File: src/logic/adct_defines.vh
// Constants for the converter timing and selection buffering block.
// Assumes inclusion by bare name from the design files.
`ifndef ADCT_DEFINES_VH
`define ADCT_DEFINES_VH
// =====================================================
// Register byte offsets on the APB slave
`define ADCT_OFF_INSEL 12'h000
`define ADCT_OFF_CTRLA 12'h004
`define ADCT_OFF_SLEEP 12'h008
`define ADCT_OFF_RESULT 12'h00c
`define ADCT_OFF_STATUS 12'h010
// =====================================================
// Field positions of the input select register
`define ADCT_SEL_CH_LSB 0
`define ADCT_SEL_CH_MSB 4
`define ADCT_SEL_REF_LSB 6
`define ADCT_SEL_REF_MSB 7
// =====================================================
// Field positions of converter control A
`define ADCT_CA_PRESC_LSB 0
`define ADCT_CA_PRESC_MSB 2
`define ADCT_CA_IE 3
`define ADCT_CA_DONE 4
`define ADCT_CA_ATE 5
`define ADCT_CA_START 6
`define ADCT_CA_EN 7
// =====================================================
// Sleep control fields
`define ADCT_SLP_REQ 0
`define ADCT_SLP_MODE_LSB 1
`define ADCT_SLP_MODE_MSB 3
`define ADCT_SLP_IDLE 3'h0
`define ADCT_SLP_NOISE 3'h1
// =====================================================
// Reference choices
`define ADCT_REF_EXTPIN 2'h0
`define ADCT_REF_SUPPLY 2'h1
`define ADCT_REF_INT256 2'h3
// =====================================================
// Conversion lengths in converter clock cycles
`define ADCT_CYC_NORMAL 5'h0d
`define ADCT_CYC_SYNC 5'h0e
`define ADCT_CYC_FIRST 5'h19
// Reset values
`define ADCT_RST_BYTE 8'h00
// Differential channel codes start at this channel value
`define ADCT_DIFF_FIRST 5'h08
`endif

File: src/logic/adct_conv_ctrl.v
// Converter control: APB registers, conversion sequencer, sleep start.
// Assumes an APB master on clk_sys; trigger and halt from same-domain logic.
`include "adct_defines.vh"
module adct_conv_ctrl (
    clk_sys,
    sys_rst,
    paddr,
    psel,
    penable,
    pwrite,
    pwdata,
    prdata,
    pready,
    pslverr,
    triggerEvent,
    cpuHalted,
    sampleResult,
    channelSelect,
    referenceSelect,
    diffMode,
    halfRateConvClock,
    convBusy,
    sleepRequest,
    cpuWake,
    convIrq
);
    input wire clk_sys;
    input wire sys_rst;
    input wire [11:0] paddr;
    input wire psel;
    input wire penable;
    input wire pwrite;
    input wire [31:0] pwdata;
    output reg [31:0] prdata;
    output wire pready;
    output wire pslverr;
    input wire triggerEvent;
    input wire cpuHalted;
    input wire [9:0] sampleResult;
    output wire [4:0] channelSelect;
    output wire [1:0] referenceSelect;
    output wire diffMode;
    output wire halfRateConvClock;
    output wire convBusy;
    output wire sleepRequest;
    output wire cpuWake;
    output wire convIrq;

    localparam ST_IDLE = 3'b001;
    localparam ST_SYNC = 3'b010;
    localparam ST_CONV = 3'b100;

    reg [7:0] inputSelectRegQ;
    reg [7:0] ctrlAQ;
    reg [3:0] sleepQ;
    reg [9:0] resultQ;
    reg [2:0] stateQ;
    reg [4:0] cycLeftQ;
    reg firstPendingQ;
    reg enPrevQ;
    reg trigPrevQ;
    reg trigArmedQ;
    reg sleepStartedQ;
    reg wakeQ;
    reg lockQ;
    reg trigReset;
    wire convTick;
    wire apbWrite;
    wire apbRead;
    wire convEn;
    wire trigRise;
    wire startReq;
    wire finishNow;
    wire sleepStart;

    // Differential channel test
    function isDiff;
        input [4:0] ch;
        begin
            isDiff = (ch >= `ADCT_DIFF_FIRST);
        end
    endfunction

    // Conversion length for start with given phase
    function [4:0] convLength;
        input first;
        input diff;
        input halfHigh;
        begin
            if (first) begin
                convLength = `ADCT_CYC_FIRST;
            end else if (diff && halfHigh) begin
                convLength = `ADCT_CYC_SYNC;
            end else begin
                convLength = `ADCT_CYC_NORMAL;
            end
        end
    endfunction

    assign pready = 1'b1;
    assign pslverr = 1'b0;
    assign apbWrite = psel && penable && pwrite;
    assign apbRead = psel && !penable && !pwrite;
    assign convEn = ctrlAQ[`ADCT_CA_EN];
    assign convBusy = ctrlAQ[`ADCT_CA_START];
    assign sleepRequest = sleepQ[`ADCT_SLP_REQ];
    assign cpuWake = wakeQ;
    assign diffMode = isDiff(channelSelect);
    assign trigRise = triggerEvent && !trigPrevQ;
    assign convIrq = ctrlAQ[`ADCT_CA_DONE] && ctrlAQ[`ADCT_CA_IE];
    // sleep conditions met and CPU halted
    assign sleepStart = sleepRequest && cpuHalted && !sleepStartedQ && convEn &&
        !ctrlAQ[`ADCT_CA_ATE] && ctrlAQ[`ADCT_CA_IE] && (stateQ == ST_IDLE) &&
        ((sleepQ[3:1] == `ADCT_SLP_IDLE) || (sleepQ[3:1] == `ADCT_SLP_NOISE));
    assign startReq = convEn && (convBusy || trigArmedQ || sleepStartedQ);
    assign finishNow = convTick && (stateQ == ST_CONV) && (cycLeftQ == 5'h01);

    // =====================================================
    // Prescaler and half-rate clock
    adct_prescaler uPresc (
        .clk_sys(clk_sys),
        .sys_rst(sys_rst),
        .convEnable(convEn),
        .trigReset(trigReset),
        .prescSel(ctrlAQ[`ADCT_CA_PRESC_MSB:`ADCT_CA_PRESC_LSB]),
        .convTick(convTick),
        .halfRateConvClock(halfRateConvClock)
    );

    // =====================================================
    // Selection buffer
    // temporary register feeds buffer
    adct_sel_buffer uSel (
        .clk_sys(clk_sys),
        .sys_rst(sys_rst),
        .tempChannel(inputSelectRegQ[`ADCT_SEL_CH_MSB:`ADCT_SEL_CH_LSB]),
        .tempReference(inputSelectRegQ[`ADCT_SEL_REF_MSB:`ADCT_SEL_REF_LSB]),
        .selLocked(lockQ),
        .channelSelect(channelSelect),
        .referenceSelect(referenceSelect)
    );

    // =====================================================
    // Register file
    always @(posedge clk_sys) begin
        if (sys_rst) begin
            inputSelectRegQ <= `ADCT_RST_BYTE;
            ctrlAQ <= `ADCT_RST_BYTE;
            sleepQ <= 4'h0;
            resultQ <= 10'h000;
        end else begin
            if (apbWrite && paddr == `ADCT_OFF_INSEL) begin
                inputSelectRegQ <= pwdata[7:0];
            end
            if (apbWrite && paddr == `ADCT_OFF_SLEEP) begin
                sleepQ <= pwdata[3:0];
            end else if (wakeQ) begin
                sleepQ[`ADCT_SLP_REQ] <= 1'b0;
            end
            if (apbWrite && paddr == `ADCT_OFF_CTRLA) begin
                ctrlAQ[`ADCT_CA_EN] <= pwdata[`ADCT_CA_EN];
                ctrlAQ[`ADCT_CA_ATE] <= pwdata[`ADCT_CA_ATE];
                ctrlAQ[`ADCT_CA_IE] <= pwdata[`ADCT_CA_IE];
                ctrlAQ[2:0] <= pwdata[2:0];
                ctrlAQ[`ADCT_CA_START] <= (convBusy || pwdata[`ADCT_CA_START] ||
                    sleepStart || trigRise) && pwdata[`ADCT_CA_EN] && !finishNow;
            end else if (!convEn) begin
                ctrlAQ[`ADCT_CA_START] <= 1'b0;
            end else if (sleepStart || (trigRise && ctrlAQ[`ADCT_CA_ATE])) begin
                ctrlAQ[`ADCT_CA_START] <= 1'b1;
            // start cleared at completion in single mode
            end else if (finishNow && !ctrlAQ[`ADCT_CA_ATE]) begin
                ctrlAQ[`ADCT_CA_START] <= 1'b0;
            end
            // done set, set wins over clear-by-one
            if (finishNow) begin
                ctrlAQ[`ADCT_CA_DONE] <= 1'b1;
                resultQ <= sampleResult;
            end else if (apbWrite && paddr == `ADCT_OFF_CTRLA && pwdata[`ADCT_CA_DONE]) begin
                ctrlAQ[`ADCT_CA_DONE] <= 1'b0;
            end
        end
    end

    // =====================================================
    // Conversion sequencer
    always @(posedge clk_sys) begin
        if (sys_rst) begin
            stateQ <= ST_IDLE;
            cycLeftQ <= 5'h00;
            firstPendingQ <= 1'b0;
            enPrevQ <= 1'b0;
            trigPrevQ <= 1'b0;
            trigArmedQ <= 1'b0;
            sleepStartedQ <= 1'b0;
            wakeQ <= 1'b0;
            lockQ <= 1'b0;
            trigReset <= 1'b0;
        end else begin
            enPrevQ <= convEn;
            trigPrevQ <= triggerEvent;
            trigReset <= 1'b0;
            wakeQ <= 1'b0;
            if (convEn && !enPrevQ) begin
                firstPendingQ <= 1'b1;
            end
            if (sleepStart) begin
                sleepStartedQ <= 1'b1;
            end
            if (trigRise && ctrlAQ[`ADCT_CA_ATE] && stateQ == ST_IDLE && convEn) begin
                trigArmedQ <= 1'b1;
                trigReset <= 1'b1;
            end
            if (!convEn) begin
                stateQ <= ST_IDLE;
                lockQ <= 1'b0;
                trigArmedQ <= 1'b0;
                sleepStartedQ <= 1'b0;
            end else begin
                case (stateQ)
                    ST_IDLE: begin
                        if (startReq && convTick) begin
                            stateQ <= ST_CONV;
                            lockQ <= 1'b1;
                            trigArmedQ <= 1'b0;
                            // first conversion gives 25; otherwise low phase gives 13, high phase gives 14 on differential channels only
                            cycLeftQ <= convLength(firstPendingQ, diffMode,
                                halfRateConvClock);
                            firstPendingQ <= 1'b0;
                        end
                    end
                    ST_CONV: begin
                        if (convTick) begin
                            cycLeftQ <= cycLeftQ - 5'h01;
                            if (cycLeftQ == 5'h02) begin
                                lockQ <= 1'b0;
                            end
                            if (cycLeftQ == 5'h01) begin
                                stateQ <= ST_SYNC;
                                sleepStartedQ <= 1'b0;
                                wakeQ <= sleepStartedQ || ctrlAQ[`ADCT_CA_IE];
                            end
                        end
                    end
                    ST_SYNC: begin
                        // free running restarts with high phase, 14 cycles on differential channels, 13 otherwise
                        if (convBusy && ctrlAQ[`ADCT_CA_ATE]) begin
                            stateQ <= ST_CONV;
                            lockQ <= 1'b1;
                            cycLeftQ <= convLength(1'b0, diffMode, 1'b1);
                        end else begin
                            stateQ <= ST_IDLE;
                        end
                    end
                    default: begin
                        stateQ <= ST_IDLE;
                    end
                endcase
            end
        end
    end

    // =====================================================
    // Read data
    always @(posedge clk_sys) begin
        if (sys_rst) begin
            prdata <= 32'h00000000;
        end else if (apbRead) begin
            case (paddr)
                `ADCT_OFF_INSEL: prdata <= {24'h000000, inputSelectRegQ};
                `ADCT_OFF_CTRLA: prdata <= {24'h000000, ctrlAQ};
                `ADCT_OFF_SLEEP: prdata <= {28'h0000000, sleepQ};
                `ADCT_OFF_RESULT: prdata <= {22'h000000, resultQ};
                `ADCT_OFF_STATUS: prdata <= {22'h000000, stateQ, lockQ,
                    halfRateConvClock, referenceSelect, cycLeftQ[2:0]};
                default: prdata <= 32'h00000000;
            endcase
        end
    end
    // only idle or noise modes start conversions; enable untouched
endmodule // adct_conv_ctrl

File: src/logic/adct_prescaler.v
// Prescaler that makes the converter clock tick and the half-rate clock.
// Assumes a single system clock; enable and resets come from the same domain.
`include "adct_defines.vh"
module adct_prescaler (
    clk_sys,
    sys_rst,
    convEnable,
    trigReset,
    prescSel,
    convTick,
    halfRateConvClock
);
    input wire clk_sys;
    input wire sys_rst;
    input wire convEnable;
    input wire trigReset;
    input wire [2:0] prescSel;
    output reg convTick;
    output reg halfRateConvClock;

    reg [6:0] countQ;
    wire [6:0] limit;

    // Division 2,2,4,8..128 less one
    assign limit = (prescSel == 3'h0) ? 7'h01 : ((7'h01 << prescSel) - 7'h01);

    // =====================================================
    // Counter and toggle flop
    always @(posedge clk_sys) begin
        if (sys_rst || !convEnable || trigReset) begin
            countQ <= 7'h00;
            convTick <= 1'b0;
            if (sys_rst || !convEnable) begin
                halfRateConvClock <= 1'b0;
            end
        end else if (countQ >= limit) begin
            countQ <= 7'h00;
            convTick <= 1'b1;
            halfRateConvClock <= ~halfRateConvClock;
        end else begin
            countQ <= countQ + 7'h01;
            convTick <= 1'b0;
        end
    end
endmodule // adct_prescaler

File: src/logic/adct_sel_buffer.v
// Double-buffered channel and reference selection.
// Assumes lock control from the sequencer on the same clock.
`include "adct_defines.vh"
module adct_sel_buffer (
    clk_sys,
    sys_rst,
    tempChannel,
    tempReference,
    selLocked,
    channelSelect,
    referenceSelect
);
    input wire clk_sys;
    input wire sys_rst;
    input wire [4:0] tempChannel;
    input wire [1:0] tempReference;
    input wire selLocked;
    output reg [4:0] channelSelect;
    output reg [1:0] referenceSelect;

    // =====================================================
    // Copy while unlocked
    always @(posedge clk_sys) begin
        if (sys_rst) begin
            channelSelect <= 5'h00;
            referenceSelect <= 2'h0;
        end else if (!selLocked) begin
            channelSelect <= tempChannel;
            referenceSelect <= tempReference;
        end
    end
endmodule // adct_sel_buffer
File: config.mk
export PLATFORM = sky130hd
export DESIGN_NAME = adct_conv_ctrl
export DESIGN_NICKNAME = d
export VERILOG_FILES = /design/src/logic/adct_conv_ctrl.v /design/src/logic/adct_prescaler.v /design/src/logic/adct_sel_buffer.v
export VERILOG_INCLUDE_DIRS = /design/src /design/src/logic
export SDC_FILE = /design/constraint.sdc
export NUM_CORES = 1
export LEC_CHECK = 0
export BUFFER_PORTS_ARGS = -buffer_cell sky130_fd_sc_hd__buf_2
export CAP_MARGIN = 10
export CORE_UTILIZATION = 50
export CTS_CLUSTER_SIZE = 25
export DETAILED_ROUTE_END_ITERATION = 16
export MAX_ROUTING_LAYER = met4
export PLACE_DENSITY = 0.8
export SKIP_CTS_REPAIR_TIMING = 1
export SYNTH_ARGS = -nofsm -noshare
export SYNTH_HDL_FRONTEND = slang
export SYNTH_SLANG_ARGS = --single-unit
File: constraint.sdc
create_clock -name clk_sys -period 2.42 [get_ports clk_sys]
set_input_delay 0.242 -clock clk_sys [delete_from_list [all_inputs] [get_ports clk_sys]]
set_output_delay 0.242 -clock clk_sys [all_outputs]
set_load 0.05 [all_outputs]
==> results by group <==
Outcome
  – Status: finished clean

Setup path
  – Crit Path Class: reg2reg
  – CP endpoint kind: flip-flop
  – Critical path, cell by cell: nor3b_1 -> buf_4 -> and4_2 -> or4_1 -> o32ai_1
  – Critical path data arrival time: 2230 ps
  – Crit-path max FO: 13
  – Slowest stage cell, crit path: dfxtp_1
  – Biggest cell delay along the critical path: 620 ps
  – Startpoint types: flip-flop
  – Worst path required time: 2680 ps
  – Register-to-Register Path Depth: 5

Yosys
  – Area leader, netlist: dfxtp_1
  – Cells after Synth: 414
  – Async SR Flop Fraction: 0
  – Ys Warns: 0
  – Seq cells post-synth: 72
  – Yosys cell types: 59
  – Synth Flop Type: dfxtp_1
  – Synth Area per Inst: 8.719 µm²
  – Syn Std Cell Area: 3610 µm²
  – Synth top area cells: dfxtp_1, mux2i_1, buf_4
  – Count leader, synth: dfxtp_1
  – Post-synth EDFFs: 1
  – Seq/Total Area, Yosys: 0.4021
  – Commonest cells in the netlist: dfxtp_1, nand2_1, a21oi_1, buf_4, nor2_1
  – Yosys top cell area share: 0.3938

Route
  – Wire length per cell: 15.92 µm
  – 1st-iter DRT viols: 326
  – DRC viols: 0
  – Drt first pass iters: 5
  – Antenna Nets Post-Route: 0
  – DR vias: 3276
  – Via density: 5.778
  – Post-Route WL: 9024 µm

Layout
  – Layout net count: 537
  – Area Overhead vs Synth: 13.31%
  – Share of cells above drive strength 1: 0.2038
  – # diodes: 0
  – Fin util: 0.5954

Floorplanning
  – Num ports: 108
  – Total die area: 7563 µm²
  – Core area: 6869 µm²
  – Rows: 30
  – Die width: 86.97 µm
  – Initial Utilization: 0.5255
  – Chip height: 86.97 µm

Clock tree
  – CTS tree: done
  – H-tree depth: 3
  – Clock Latency Late Sink: 350 ps
  – Worst-path clk slew: 80 ps
  – Num CTS Buffers: 9
  – Sink Count: 72
  – CTS root buf: clkbuf_8
  – Clock buffer depth: 2

Timing
  – Normalized max-slew margin: 0.5755
  – Final setup viols: 0
  – Fin crit share: 0.8125
  – Max Fclk: 508.6 MHz
  – Worst Clk Skew: 6.448 ps
  – Count of pins over their slew limit: 0
  – Final Hold Viols: 0
  – Slew @ Worst Pin: 632.9 ps
  – Post-Route Setup TNS: 0 ps
  – Crit path time final: 1966 ps
  – RSZ-0062 raised after global routing: false

Power and ir drop
  – Max rail drop VDD: 0.4196 mV
  – Cell Pwr Density: 584.8 nW/µm²
  – Cell leakage power: 1.608 nW

Min path
  – Hold Path Depth: 2
  – Worst Hold Class: in2reg

Placed design
  – PortBufs: 59
  – Post-DP HPWL: 6717 µm
  – Routability congestion estimate from global placement: 0.9439

GRT
  – Number of antenna violations at the first check in global routing: 0
  – Total Routing Usage GR: 0.2470
  – First-pass GRT wire length: 13750 µm
  – Number of global-route vias before repair: 2893
  – Gr ovfl total: 0
  – Largest net degree at the start of global routing: 27

Flow run
  – Max cap viols: 0
per-layer routing:
metal | part of all wire | vias to the layer above | global-route usage
met2 | 0.48 | 177 | 0.3944
met5 | 0 | - | -
li1 | - | 1549 | -
met4 | 0.015 | 0 | 0.07727
met1 | 0.42 | 1536 | 0.3029
met3 | 0.090 | 14 | 0.06919
worst max-delay path: cells and delay by family, from the launching register on:
family / cells / cell delay, ps
DFF: 1 / 620
AOI/OAI and AO/OA: 1 / 110
buffers and inverters: 1 / 170
and+or+nand+nor: 3 / 980
cell type report:
cell class,count,area [µm²]
Clock buffer,10,148.9
Timing Repair Buffer,65,340.3
Multi-Input combinational cell,306,1913
Fill cell,620,2779
Inverter,12,45.04
Sequential cell,72,1451
Tap cell,96,120.1
Clock inverter,6,71.32
sequential cells by signal, indices dropped and copies added, names as in the netlist, 4 cells and up:
register / count
sleepQ: 4
resultQ: 10
ctrlAQ: 8
prdata: 10
cycLeftQ: 5
uSel.channelSelect: 5
inputSelectRegQ: 8
uPresc.countQ: 7
final timing paths:
path | to | start | slack [ps]
worst min register to register | prdata[8]$_SDFFE_PP0P_ | prdata[8]$_SDFFE_PP0P_ | 450
worst max-delay path | ctrlAQ[6]$_SDFFE_PP0P_ | stateQ[1]$_SDFFE_PP0P_ | 450
worst min-delay path | ctrlAQ[4]$_SDFFE_PP0P_ | pwdata[4] | 100
worst max register to register | ctrlAQ[6]$_SDFFE_PP0P_ | stateQ[1]$_SDFFE_PP0P_ | 450
cells by family (layout without fill, tap and decap cells):
kind of cell	Yosys count	in the layout	synth area share
fa+ha+maj	10	10	0.03466
other cells	2	24	0.002080
simple gates	145	145	0.2028
flops	72	72	0.4021
mux	21	21	0.06863
buf+inv	58	93	0.09081
compound gates	100	100	0.1844
xor+xnor	6	6	0.01456
power breakdown:
part	switching [mW]	internal, mW	total (mW)
combinational	0.137	0.0357	0.173
clock	0.483	0.549	1.03
sequential	0.000207	1.19	1.19
through the flow:
stage / hold slack [ps] / total power [mW] / worst slack, ps / cells / area [µm²]
final: 102.1 / 2.392 / 453.7 / 567 / 4090
after global placement: 430.2 / 1.384 / 277.3 / 551 / 3870
after floorplan: 343.3 / 1.370 / 447.5 / 436 / 3692
after detailed placement: 439.3 / 1.385 / 264.8 / 551 / 3870
after global routing: 104.2 / 2.453 / 363.7 / 567 / 4090
after CTS: 92.28 / 2.399 / 476.0 / 567 / 4090
placed cells by master (no fill, tap or decap), types with 5 or more instances in the layout:
cell	n
dfxtp_1	71
buf_2	59
nand2_1	48
a21oi_1	24
nor2_1	24
conb_1	24
o21ai_0	23
mux2i_1	18
nand3_1	17
inv_1	12
nor3_1	11
ha_1	10
clkbuf_8	9
and3_1	8
a22oi_1	8
and2_1	6
nor3b_1	6
buf_4	6
nor2b_1	5
No activity file was read; power rests on OpenSTA's default activity.
